==> config.mk <==
export PLATFORM = sky130hd
export DESIGN_NAME = tae_alarm
export DESIGN_NICKNAME = d
export VERILOG_FILES = /design/src/tae_pkg.sv /design/src/tae_limit_reg.sv /design/src/tae_alarm.sv
export SDC_FILE = /design/constraint.sdc
export NUM_CORES = 1
export LEC_CHECK = 0
export BUFFER_PORTS_ARGS = -buffer_cell sky130_fd_sc_hd__buf_2
export CAP_MARGIN = 30
export CORE_UTILIZATION = 60
export CTS_CLUSTER_SIZE = 24
export DETAILED_ROUTE_END_ITERATION = 8
export PLACE_DENSITY_LB_ADDON = 0.08
export SYNTH_ARGS = -nofsm -noshare
export SYNTH_HDL_FRONTEND = slang
export SYNTH_SLANG_ARGS = --single-unit
==> constraint.sdc <==
create_clock -name i_clock -period 4.63 [get_ports i_clock]
set_clock_uncertainty 0.2 [all_clocks]
set_input_delay 0.926 -clock i_clock [delete_from_list [all_inputs] [get_ports i_clock]]
set_output_delay 0.926 -clock i_clock [all_outputs]
set_load 0.01 [all_outputs]
==> src/tae_pkg.sv <==
// Constants shared by the temperature alarm and event logic
// How it works
// - Limits hold 10 bits, 0.25 degree step
// - Reading holds 12 bits, 0.0625 degree step
// - All temperatures use two's complement
// - Bit 12 is sign; limit bits 15..13 zero
// - Reading bit 15: temperature at/above critical
// - Reading bit 14: temperature above high
// - Reading bit 13: temperature below low
// - Unsupported resolution bits read zero
// - Limit bits 1 and 0 always zero
// - Interrupt mode latches crossings until cleared
// - Above critical, alert holds, no clear
// - Clear above critical waits until below
// - Comparator mode: alert outside alarm window
// - Critical-only mode: alert above critical only
// - Clears ignored in comparator, critical-only
// - Trip points from limits plus hysteresis
// - Shutdown stops, freezes reading and alert
// - Reading updates only on samples
// - Limit writes re-evaluate alert at once
// - Critical-only bit restricts events to critical
// - Clear bit acts in interrupt mode, reads zero
// - Polarity bit: zero low, one high
// - Hysteresis codes: 0, 1.5, 3, 6 degrees
package tae_pkg;
  // Register pointer values
  localparam logic [3:0] ADDR_CONFIG = 4'h1;
  localparam logic [3:0] ADDR_HIGH = 4'h2;
  localparam logic [3:0] ADDR_LOW = 4'h3;
  localparam logic [3:0] ADDR_CRIT = 4'h4;
  localparam logic [3:0] ADDR_READING = 4'h5;
  // Configuration field positions
  localparam int CFG_HYSTERESIS_SELECT_LO = 9;
  localparam int CFG_HYSTERESIS_SELECT_HI = 10;
  localparam int CFG_SHUTDOWN = 8;
  localparam int CFG_CRIT_LOCK = 7;
  localparam int CFG_ALARM_LOCK = 6;
  localparam int CFG_CLEAR = 5;
  localparam int CFG_STATUS = 4;
  localparam int CFG_OUT_EN = 3;
  localparam int CFG_CRIT_ONLY = 2;
  localparam int CFG_POLARITY = 1;
  localparam int CFG_INT_MODE = 0;
  // Temperature field layout
  localparam int TEMP_W = 13;
  localparam int LIMIT_LSB = 2;
  localparam int READ_CRIT = 15;
  localparam int READ_HIGH = 14;
  localparam int READ_LOW = 13;
  // Reset values
  localparam logic [12:0] LIMIT_RESET = 13'h0000;
  localparam logic [12:0] TEMP_RESET = 13'h0000;
  localparam logic [1:0] HYSTERESIS_SELECT_RESET = 2'h0;
  // Hysteresis in reading steps of 0.0625 degree, 14 bits signed
  localparam logic [13:0] HYSTERESIS_SELECT_OFF = 14'h0000;
  localparam logic [13:0] HYSTERESIS_SELECT_1P5 = 14'h0018;
  localparam logic [13:0] HYSTERESIS_SELECT_3P0 = 14'h0030;
  localparam logic [13:0] HYSTERESIS_SELECT_6P0 = 14'h0060;
  // Resolution capability codes and their reading masks
  localparam logic [1:0] RES_9BIT = 2'h0;
  localparam logic [1:0] RES_10BIT = 2'h1;
  localparam logic [1:0] RES_11BIT = 2'h2;
  localparam logic [1:0] RES_12BIT = 2'h3;
  localparam logic [12:0] MASK_9BIT = 13'h1FF8;
  localparam logic [12:0] MASK_10BIT = 13'h1FFC;
  localparam logic [12:0] MASK_11BIT = 13'h1FFE;
  localparam logic [12:0] MASK_12BIT = 13'h1FFF;
endpackage : tae_pkg

==> src/tae_limit_reg.sv <==
// One lockable 10-bit trip limit register
`timescale 1ns/10ps
module tae_limit_reg (
  input wire logic i_clock, // System clock
  input wire logic i_reset, // Synchronous reset, high
  input wire logic i_wr_en, // Write strobe, lock already applied
  input wire logic [15:0] i_wdata, // Write data from host
  output logic [12:0] o_value, // Signed limit, 0.0625 step
  output logic [15:0] o_rdata // Read-back image
);
  // Only the eleven magnitude-plus-sign bits are stored
  logic [10:0] value_r; // Bits 12..2 of the limit
  logic [10:0] value_nxt; // Next stored bits

  // Writes take bits 12..2; low bits never stored
  assign value_nxt = i_wr_en ? i_wdata[12:tae_pkg::LIMIT_LSB] : value_r;

  // Trailing zeros fill bits 1..0 whatever the sign
  assign o_value = {value_r, 2'b00};
  // Top three bits read zero, sign in bit 12
  assign o_rdata = {3'b000, o_value};

  // Storage
  always_ff @(posedge i_clock) begin
    if (i_reset) begin
      value_r <= tae_pkg::LIMIT_RESET[12:2];
    end else begin
      value_r <= value_nxt;
    end
  end
endmodule : tae_limit_reg

==> src/tae_alarm.sv <==
// Temperature reading, limit compare and alert pin logic
`timescale 1ns/10ps
module tae_alarm #(
  parameter logic [1:0] RES_CAP = 2'h3 // Resolution capability code
) (
  input wire logic i_clock, // System clock, 50 MHz
  input wire logic i_reset, // Synchronous reset, high
  input wire logic i_reg_wr, // Register write strobe, one cycle
  input wire logic [3:0] i_reg_addr, // Register pointer
  input wire logic [15:0] i_reg_wdata, // Register write data
  output logic [15:0] o_reg_rdata, // Registered read data
  input wire logic i_sample_valid, // Converter sample strobe
  input wire logic [12:0] i_sample_temp, // Converter sample, signed
  output logic o_conv_enable, // Converter run request
  output logic o_alert_out, // Alert pin drive value
  output logic o_alert_oe // Alert pin drive enable
);
  // Pointer and data come from the serial front end on this
  // clock, so no synchroniser is needed here
  // Address decode
  // Writes to other pointers fall through and are lost
  wire cfg_wr; // Configuration write
  wire high_wr_sel; // High limit addressed
  wire low_wr_sel; // Low limit addressed
  wire crit_wr_sel; // Critical limit addressed
  assign cfg_wr = i_reg_wr && (i_reg_addr == tae_pkg::ADDR_CONFIG);
  assign high_wr_sel = i_reg_wr && (i_reg_addr == tae_pkg::ADDR_HIGH);
  assign low_wr_sel = i_reg_wr && (i_reg_addr == tae_pkg::ADDR_LOW);
  assign crit_wr_sel = i_reg_wr && (i_reg_addr == tae_pkg::ADDR_CRIT);

  // Configuration state
  logic [1:0] hysteresis_select_r; // Hysteresis select
  logic shutdown_r; // Shutdown control
  logic crit_lock_r; // Critical limit lock
  logic alarm_lock_r; // Alarm limits lock
  logic out_enable_r; // Alert output enable
  logic crit_only_r; // Critical-only select
  logic polarity_r; // Alert polarity
  logic int_mode_r; // Interrupt mode when set
  // Next values, one per configuration field
  logic [1:0] hysteresis_select_nxt;
  logic shutdown_nxt;
  logic crit_lock_nxt;
  logic alarm_lock_nxt;
  logic out_enable_nxt;
  logic crit_only_nxt;
  logic polarity_nxt;
  logic int_mode_nxt;

  // Locks guard limits and modes against stray host writes
  // Status bit is read-only; writes to it are dropped
  // Either lock freezes the mode fields
  wire lock_any; // Some lock is set
  wire mode_wr; // Mode fields may change
  assign lock_any = crit_lock_r || alarm_lock_r;
  assign mode_wr = cfg_wr && !lock_any;

  // Mode fields follow the write unless locked
  assign hysteresis_select_nxt = mode_wr ?
    i_reg_wdata[tae_pkg::CFG_HYSTERESIS_SELECT_HI:tae_pkg::CFG_HYSTERESIS_SELECT_LO] : hysteresis_select_r;
  assign out_enable_nxt = mode_wr ?
    i_reg_wdata[tae_pkg::CFG_OUT_EN] : out_enable_r;
  assign polarity_nxt = mode_wr ?
    i_reg_wdata[tae_pkg::CFG_POLARITY] : polarity_r;
  assign int_mode_nxt = mode_wr ?
    i_reg_wdata[tae_pkg::CFG_INT_MODE] : int_mode_r;

  // Shutdown clears any time but sets only unlocked
  // A locked part may still be woken, never put to sleep
  wire sd_bit; // Shutdown bit as written
  assign sd_bit = i_reg_wdata[tae_pkg::CFG_SHUTDOWN];
  assign shutdown_nxt = !cfg_wr ? shutdown_r :
    (!sd_bit ? 1'b0 : (lock_any ? shutdown_r : 1'b1));

  // Critical-only cannot be set under the alarm lock
  wire co_bit; // Critical-only bit as written
  assign co_bit = i_reg_wdata[tae_pkg::CFG_CRIT_ONLY];
  assign crit_only_nxt = (cfg_wr && !(co_bit && alarm_lock_r)) ?
    co_bit : crit_only_r;

  // Locks are sticky until reset
  // There is no unlock write; only reset lifts a lock
  assign crit_lock_nxt = crit_lock_r ||
    (cfg_wr && i_reg_wdata[tae_pkg::CFG_CRIT_LOCK]);
  assign alarm_lock_nxt = alarm_lock_r ||
    (cfg_wr && i_reg_wdata[tae_pkg::CFG_ALARM_LOCK]);

  // Configuration registers
  // Reset leaves comparator mode, pin disabled, active low
  always_ff @(posedge i_clock) begin
    if (i_reset) begin
      hysteresis_select_r <= tae_pkg::HYSTERESIS_SELECT_RESET;
      shutdown_r <= 1'b0;
      crit_lock_r <= 1'b0;
      alarm_lock_r <= 1'b0;
      out_enable_r <= 1'b0;
      crit_only_r <= 1'b0;
      polarity_r <= 1'b0;
      int_mode_r <= 1'b0;
    end else begin
      hysteresis_select_r <= hysteresis_select_nxt;
      shutdown_r <= shutdown_nxt;
      crit_lock_r <= crit_lock_nxt;
      alarm_lock_r <= alarm_lock_nxt;
      out_enable_r <= out_enable_nxt;
      crit_only_r <= crit_only_nxt;
      polarity_r <= polarity_nxt;
      int_mode_r <= int_mode_nxt;
    end
  end

  // Limit registers; locks gate the write strobes
  // Values are signed in reading steps; images are for read-back
  // One instance per limit keeps the lock gating visible
  logic [12:0] high_val; // High limit value
  logic [12:0] low_val; // Low limit value
  logic [12:0] crit_val; // Critical limit value
  logic [15:0] high_rd; // High limit read image
  logic [15:0] low_rd; // Low limit read image
  logic [15:0] crit_rd; // Critical limit read image

  // High alarm limit
  tae_limit_reg u_high (
    .i_clock(i_clock),
    .i_reset(i_reset),
    .i_wr_en(high_wr_sel && !alarm_lock_r),
    .i_wdata(i_reg_wdata),
    .o_value(high_val),
    .o_rdata(high_rd)
  );

  // Low alarm limit
  tae_limit_reg u_low (
    .i_clock(i_clock),
    .i_reset(i_reset),
    .i_wr_en(low_wr_sel && !alarm_lock_r),
    .i_wdata(i_reg_wdata),
    .o_value(low_val),
    .o_rdata(low_rd)
  );

  // Critical limit
  tae_limit_reg u_crit (
    .i_clock(i_clock),
    .i_reset(i_reset),
    .i_wr_en(crit_wr_sel && !crit_lock_r),
    .i_wdata(i_reg_wdata),
    .o_value(crit_val),
    .o_rdata(crit_rd)
  );

  // Bits below the supported resolution are forced to zero
  // Capability is fixed at build time, so this folds to a constant
  wire [12:0] res_mask; // Mask for the capability
  assign res_mask =
    (RES_CAP == tae_pkg::RES_9BIT) ? tae_pkg::MASK_9BIT :
    (RES_CAP == tae_pkg::RES_10BIT) ? tae_pkg::MASK_10BIT :
    (RES_CAP == tae_pkg::RES_11BIT) ? tae_pkg::MASK_11BIT :
    tae_pkg::MASK_12BIT;

  // Reading moves only on a sample, never in shutdown
  // A sample in shutdown is dropped, not kept for later
  logic [12:0] temp_r; // Recorded temperature
  logic [12:0] temp_nxt;
  assign temp_nxt = (i_sample_valid && !shutdown_r) ?
    (i_sample_temp & res_mask) : temp_r;

  // Recorded temperature
  always_ff @(posedge i_clock) begin
    if (i_reset) begin
      temp_r <= tae_pkg::TEMP_RESET;
    end else begin
      temp_r <= temp_nxt;
    end
  end

  // Sign-extend to 14 bits so limit minus hysteresis cannot wrap
  // Limits carry two zero bits, so one scale serves all compares
  wire signed [13:0] t_s; // Temperature
  wire signed [13:0] hi_s; // High limit
  wire signed [13:0] lo_s; // Low limit
  wire signed [13:0] cr_s; // Critical limit
  assign t_s = {temp_r[12], temp_r};
  assign hi_s = {high_val[12], high_val};
  assign lo_s = {low_val[12], low_val};
  assign cr_s = {crit_val[12], crit_val};

  // Hysteresis amount in reading steps
  // Offsets are even step counts, so masking never shifts them
  // Code zero falls through to no offset
  wire signed [13:0] hysteresis_select_s; // Selected offset
  assign hysteresis_select_s =
    (hysteresis_select_r == 2'h1) ? tae_pkg::HYSTERESIS_SELECT_1P5 :
    (hysteresis_select_r == 2'h2) ? tae_pkg::HYSTERESIS_SELECT_3P0 :
    (hysteresis_select_r == 2'h3) ? tae_pkg::HYSTERESIS_SELECT_6P0 : tae_pkg::HYSTERESIS_SELECT_OFF;

  // Raw compares feed the reading flags directly
  // Status bits skip hysteresis so the host sees the plain compare
  wire crit_raw; // At or above critical
  wire high_raw; // Above high
  wire low_raw; // Below low
  assign crit_raw = (t_s >= cr_s);
  assign high_raw = (t_s > hi_s);
  assign low_raw = (t_s < lo_s);

  // Release points sit one hysteresis inside each limit
  // The extra sign bit keeps limits near the range end from wrapping
  wire signed [13:0] cr_rel; // Critical release point
  wire signed [13:0] hi_rel; // High release point
  wire signed [13:0] lo_rel; // Low release point
  assign cr_rel = cr_s - hysteresis_select_s;
  assign hi_rel = hi_s - hysteresis_select_s;
  assign lo_rel = lo_s + hysteresis_select_s;

  // Trip flags; hysteresis only on the way out
  // Shutdown freezes the flags so the alert keeps its last state
  logic crit_trip_r; // Critical tripped
  logic high_trip_r; // High tripped
  logic low_trip_r; // Low tripped
  logic crit_trip_nxt;
  logic high_trip_nxt;
  logic low_trip_nxt;
  // Compares run every cycle, so limit writes act at once
  assign crit_trip_nxt = shutdown_r ? crit_trip_r :
    (crit_trip_r ? !(t_s < cr_rel) : crit_raw);
  assign high_trip_nxt = shutdown_r ? high_trip_r :
    (high_trip_r ? !(t_s <= hi_rel) : high_raw);
  assign low_trip_nxt = shutdown_r ? low_trip_r :
    (low_trip_r ? !(t_s >= lo_rel) : low_raw);

  // Alarm window crossing in either direction is an event
  // Critical crossings never latch an event; the critical flag
  // holds the alert directly instead
  wire alarm_cross; // High or low flag changed
  assign alarm_cross = !crit_only_r &&
    ((high_trip_nxt != high_trip_r) ||
     (low_trip_nxt != low_trip_r));

  // Clears only count in plain interrupt mode
  // A clear in other modes is dropped, not remembered
  wire clear_req; // Clear bit written as one
  wire clear_ok; // Mode accepts clears
  wire clear_now; // Clear acted on this cycle
  wire clear_defer; // Clear held for later
  wire clear_exec; // Clear takes effect
  assign clear_req = cfg_wr && i_reg_wdata[tae_pkg::CFG_CLEAR];
  assign clear_ok = int_mode_r && !crit_only_r;
  assign clear_now = clear_req && clear_ok && !crit_trip_r;
  assign clear_defer = clear_req && clear_ok && crit_trip_r;

  // Held clear waits for the critical flag to drop
  // Limitation: a held clear is lost if the mode changes first
  logic pend_r; // Deferred clear waiting
  logic pend_nxt;
  assign pend_nxt = crit_trip_r && (pend_r || clear_defer);
  assign clear_exec = clear_now ||
    (pend_r && !crit_trip_r && clear_ok);

  // Event latch; a crossing wins over a clear in one cycle
  // Set priority keeps a crossing in the clear cycle from being lost
  logic event_r; // Latched interrupt event
  logic event_nxt;
  assign event_nxt = !clear_ok ? 1'b0 :
    (alarm_cross ? 1'b1 :
    (clear_exec ? 1'b0 : event_r));

  // Trip, event and clear state
  // All flags share one reset so they agree after power-up
  always_ff @(posedge i_clock) begin
    if (i_reset) begin
      crit_trip_r <= 1'b0;
      high_trip_r <= 1'b0;
      low_trip_r <= 1'b0;
      pend_r <= 1'b0;
      event_r <= 1'b0;
    end else begin
      crit_trip_r <= crit_trip_nxt;
      high_trip_r <= high_trip_nxt;
      low_trip_r <= low_trip_nxt;
      pend_r <= pend_nxt;
      event_r <= event_nxt;
    end
  end

  // Alert by mode; frozen state keeps it during shutdown
  // Status and pin share one asserted term, so they never disagree
  wire window_out; // Outside alarm window
  wire alert_c; // Alert condition
  wire asserted; // Enabled alert, polarity free
  assign window_out = high_trip_r || low_trip_r || crit_trip_r;
  assign alert_c = crit_only_r ? crit_trip_r :
    (int_mode_r ? (event_r || crit_trip_r) :
    window_out);
  assign asserted = alert_c && out_enable_r;

  // Open-drain pin: level low means drive, high means release
  // Disabled and active high pulls the line low, like a
  // grounded output
  wire pin_level; // Wanted line level
  assign pin_level = polarity_r ? asserted : !asserted;

  // Pin drive enable from a flop; released at reset
  // Costs one cycle but keeps decode glitches off the shared line
  logic alert_oe_r; // Registered drive enable
  always_ff @(posedge i_clock) begin
    if (i_reset) begin
      alert_oe_r <= 1'b0;
    end else begin
      alert_oe_r <= !pin_level;
    end
  end
  // Open drain never drives high
  // Only the enable toggles; the value is tied low
  assign o_alert_out = 1'b0;
  assign o_alert_oe = alert_oe_r;
  // Converter stops in shutdown
  assign o_conv_enable = !shutdown_r;

  // Read images; clear bit and reserved bits read zero
  // Status bit is polarity free and follows the output enable
  wire [15:0] cfg_rd; // Configuration image
  wire [15:0] temp_rd; // Reading image
  wire [15:0] rd_mux; // Selected read data
  assign cfg_rd = {5'b00000, hysteresis_select_r, shutdown_r, crit_lock_r,
    alarm_lock_r, 1'b0, asserted, out_enable_r, crit_only_r,
    polarity_r, int_mode_r};
  assign temp_rd = {crit_raw, high_raw, low_raw, temp_r};
  assign rd_mux =
    (i_reg_addr == tae_pkg::ADDR_CONFIG) ? cfg_rd :
    (i_reg_addr == tae_pkg::ADDR_HIGH) ? high_rd :
    (i_reg_addr == tae_pkg::ADDR_LOW) ? low_rd :
    (i_reg_addr == tae_pkg::ADDR_CRIT) ? crit_rd :
    (i_reg_addr == tae_pkg::ADDR_READING) ? temp_rd : 16'h0000;

  // Read data registered; no read has side effects
  // One cycle of latency: the pointer must lead the data
  logic [15:0] rdata_r; // Read data register
  always_ff @(posedge i_clock) begin
    if (i_reset) begin
      rdata_r <= 16'h0000;
    end else begin
      rdata_r <= rd_mux;
    end
  end
  assign o_reg_rdata = rdata_r;
endmodule : tae_alarm

==> impl_metrics.json <==
{
  "end_kind": "register",
  "cp_slowest_stage_delay_ps": 530,
  "hold_ws_ps": 280,
  "routed_wl_mm": 14.6,
  "fmax_ghz": 0.240,
  "gr-total-overflow": 0,
  "status": "finished, violations left",
  "irDropWorstVdd_mv": 0.185,
  "ctsHoldBuffers": 0,
  "worstReg2RegStart": "hysteresis_select_r[0]",
  "htreeDepth": 3,
  "synth_common_cells": "nor2_1, ha_1, dfxtp_1",
  "leakage_nw": 2.68,
  "dr.pass1.iters": 9,
  "register_area_um2": 1540,
  "final_nets": 844,
  "min_period_ps": 4170,
  "postCtsResizedCells": 0,
  "io_buffer_count": 51,
  "grt_pass1_wl_mm": 23.9,
  "synthCells": 684,
  "clkSinkCount": 77,
  "cts_buffers": 9,
  "crit_slowest_cell": "ha_1",
  "num_antenna_cells": 0,
  "area_delta_synth_final_pct": 9.21,
  "ff2ff_setup_slack_ps": 460,
  "clkTransAtPathRegs_ps": 100,
  "synth_top_area_share": 0.278,
  "worstMarginPinSlew_ps": 822,
  "multi_input_area_um2": 3690,
  "async_flop_share": 0,
  "io_pins": 56,
  "die_h_um": 98.1,
  "wl_per_cell_um": 17.5,
  "synthesis.nets": 803,
  "clkLatencyLatePin_ps": 360,
  "hpwl_mm": 11.6,
  "n_fill_cell": 772,
  "final-max-slew-violation-count": 0,
  "holdPathStages": 2,
  "setup-tns-final_ps": 0,
  "endpoint": "event_r",
  "slew_headroom": 0.452,
  "grt_max_degree": 47,
  "core_area_um2": 8850,
  "grt_usage": 0.320,
  "drt_iter0_drc": 253,
  "ys_seq_area_frac": 0.278,
  "yosysMostFrequentCell": "nor2_1",
  "min_path_type": "reg2reg",
  "drive_gt1_frac": 0.115,
  "ys_types": 67,
  "cpLargestDelayFamily": "compound AO/OA/AOI/OAI gates",
  "synth_flop_cell": "dfxtp_1",
  "crit_arrival_ps": 4200,
  "period_share": 0.900,
  "synth_seq_cells": 77,
  "pwr_density_cell_nw_per_um2": 267,
  "crit_chain": "inv_1, ha_1, xnor2_1, ha_1, o21a_1, o21ai_1, a211o_1, nor3_2, xnor2_1, ha_1, nand2_1, o21ai_0, a311o_1, a211oi_1, nor4_1, a41oi_2",
  "final_antenna_net_count": 0,
  "synth_enable_flop_cells": 0,
  "first_global_vias": 4781,
  "syn_area_per_cell_um2": 8.10,
  "failed_checks": "design-rule violations",
  "yosys_warnings": 0,
  "start_kind": "register",
  "drc_errors": 1,
  "maxCapViolCount": 0,
  "drt-vias-per-instance": 5.98,
  "crit_path_max_fanout": 8,
  "path_class": "reg2reg",
  "hold_violations": 0,
  "die_width_um": 98.1,
  "setup_viol": 0,
  "synth_area_leader_cell": "dfxtp_1",
  "post_cts_buffers": 0,
  "r2r-end": "event_r",
  "rsz0062_at_grt": "no",
  "synth_area_um2": 5540,
  "startpoint": "hysteresis_select_r[0]",
  "antenna_found_initial": 0,
  "cts_tree": "done",
  "crit_required_ps": 4660,
  "path_buf_inv": 1,
  "die-area_um2": 9620,
  "path_common_cell": "ha_1",
  "routed-via-count": 5011,
  "path_depth": 16,
  "start_util": 0.626,
  "synthTopCellsByArea": "dfxtp_1, ha_1, a21oi_1",
  "worstRegToRegCells": 16,
  "clock_path_buffers": 2,
  "rows": 34,
  "root_buffer": "clkbuf_8",
  "gp_congestion": 0.926
}
[sequential cells by signal, summed over array words and instances (netlist names)]
name                 flops
o_alert_oe               1
int_mode_r               1
u_crit.value_r          11
shutdown_r               1
hysteresis_select_r      2
crit_trip_r              1
crit_only_r              1
pend_r                   1
low_trip_r               1
o_reg_rdata             16
polarity_r               1
temp_r                  13
u_low.value_r           11
event_r                  1
u_high.value_r          11
alarm_lock_r             1
high_trip_r              1
out_enable_r             1
crit_lock_r              1
[worst min-delay path: cells and delay by family (launching register included)]
family,cells,cell delay [ps]
and+or+nand+nor,1,60
DFF,1,330
AOI/OAI and AO/OA,1,50
[cell usage in the layout (no fill, tap or decap), types with 5 or more instances in the layout]
master | synthesis | layout
o21a_1 | 6 | 6
o21ai_1 | 5 | 5
nor2b_1 | 10 | 10
xor2_1 | 6 | 6
o22a_1 | 7 | 7
inv_1 | 50 | 50
buf_2 | 9 | 51
nand4_1 | 8 | 8
nor3_1 | 12 | 12
dfxtp_1 | 77 | 77
a211oi_1 | 5 | 5
xnor2_1 | 19 | 19
clkbuf_8 | 0 | 9
ha_1 | 81 | 81
nand2b_1 | 9 | 9
a21o_1 | 8 | 8
nand2_1 | 69 | 69
o21ai_0 | 16 | 16
mux2i_1 | 35 | 35
nor2_1 | 89 | 89
a21oi_1 | 70 | 70
[kinds of logic after synthesis]
kind of cell	share of synthesized area
fa+ha+maj	0.190
flops	0.278
compound gates	0.170
other cells	0.000677
simple gates	0.203
buf+inv	0.0555
xor+xnor	0.0395
mux	0.0632
[worst min path at each step]
stage | start | end
after floorplan | pend_r | pend_r
after global placement | pend_r | pend_r
after detailed placement | pend_r | pend_r
after CTS | u_crit.value_r[7] | u_crit.value_r[7]
after global routing | u_crit.value_r[7] | u_crit.value_r[7]
final | u_crit.value_r[7] | u_crit.value_r[7]
[stage by stage]
stage | cell area (µm²) | setup slack, ps | std cells | util | power, W
floorplan | 5540 | 1060 | 684 | - | 0.000974
global placement | 5850 | 567 | 822 | 0.661 | 0.00107
detailed placement | 5850 | 456 | 822 | 0.661 | 0.00108
CTS | 6050 | 450 | 838 | 0.684 | 0.00162
global route | 6050 | 181 | 838 | 0.684 | 0.00169
finish | 6050 | 462 | 838 | 0.684 | 0.00162
[where the power goes]
part | internal (W) | switching [W]
Clock | 0.000259 | 0.000288
Sequential | 0.000683 | 0.0000385
Combinational | 0.000151 | 0.000197
Total | 0.00109 | 0.000524
[routing by layer]
| layer | vias up | GRT usage | wire (µm) | share of wire |
|---|---|---|---|---|
| met5 | - | 0 | 0 | 0 |
| met4 | 0 | 0.131 | 484 | 0.033 |
| met3 | 27 | 0.0372 | 767 | 0.052 |
| met2 | 158 | 0.540 | 6790 | 0.46 |
| met1 | 2350 | 0.416 | 6590 | 0.45 |
| li1 | 2476 | - | - | - |
[final cells by class]
type / count / area share
Tap cell: 108 / 0.0223
Clock buffer: 9 / 0.0205
Inverter: 51 / 0.0316
Timing Repair Buffer: 55 / 0.0471
Multi-Input combinational cell: 531 / 0.610
Sequential cell: 77 / 0.255
Clock inverter: 7 / 0.0136
No activity file was read; power rests on OpenSTA's default activity.
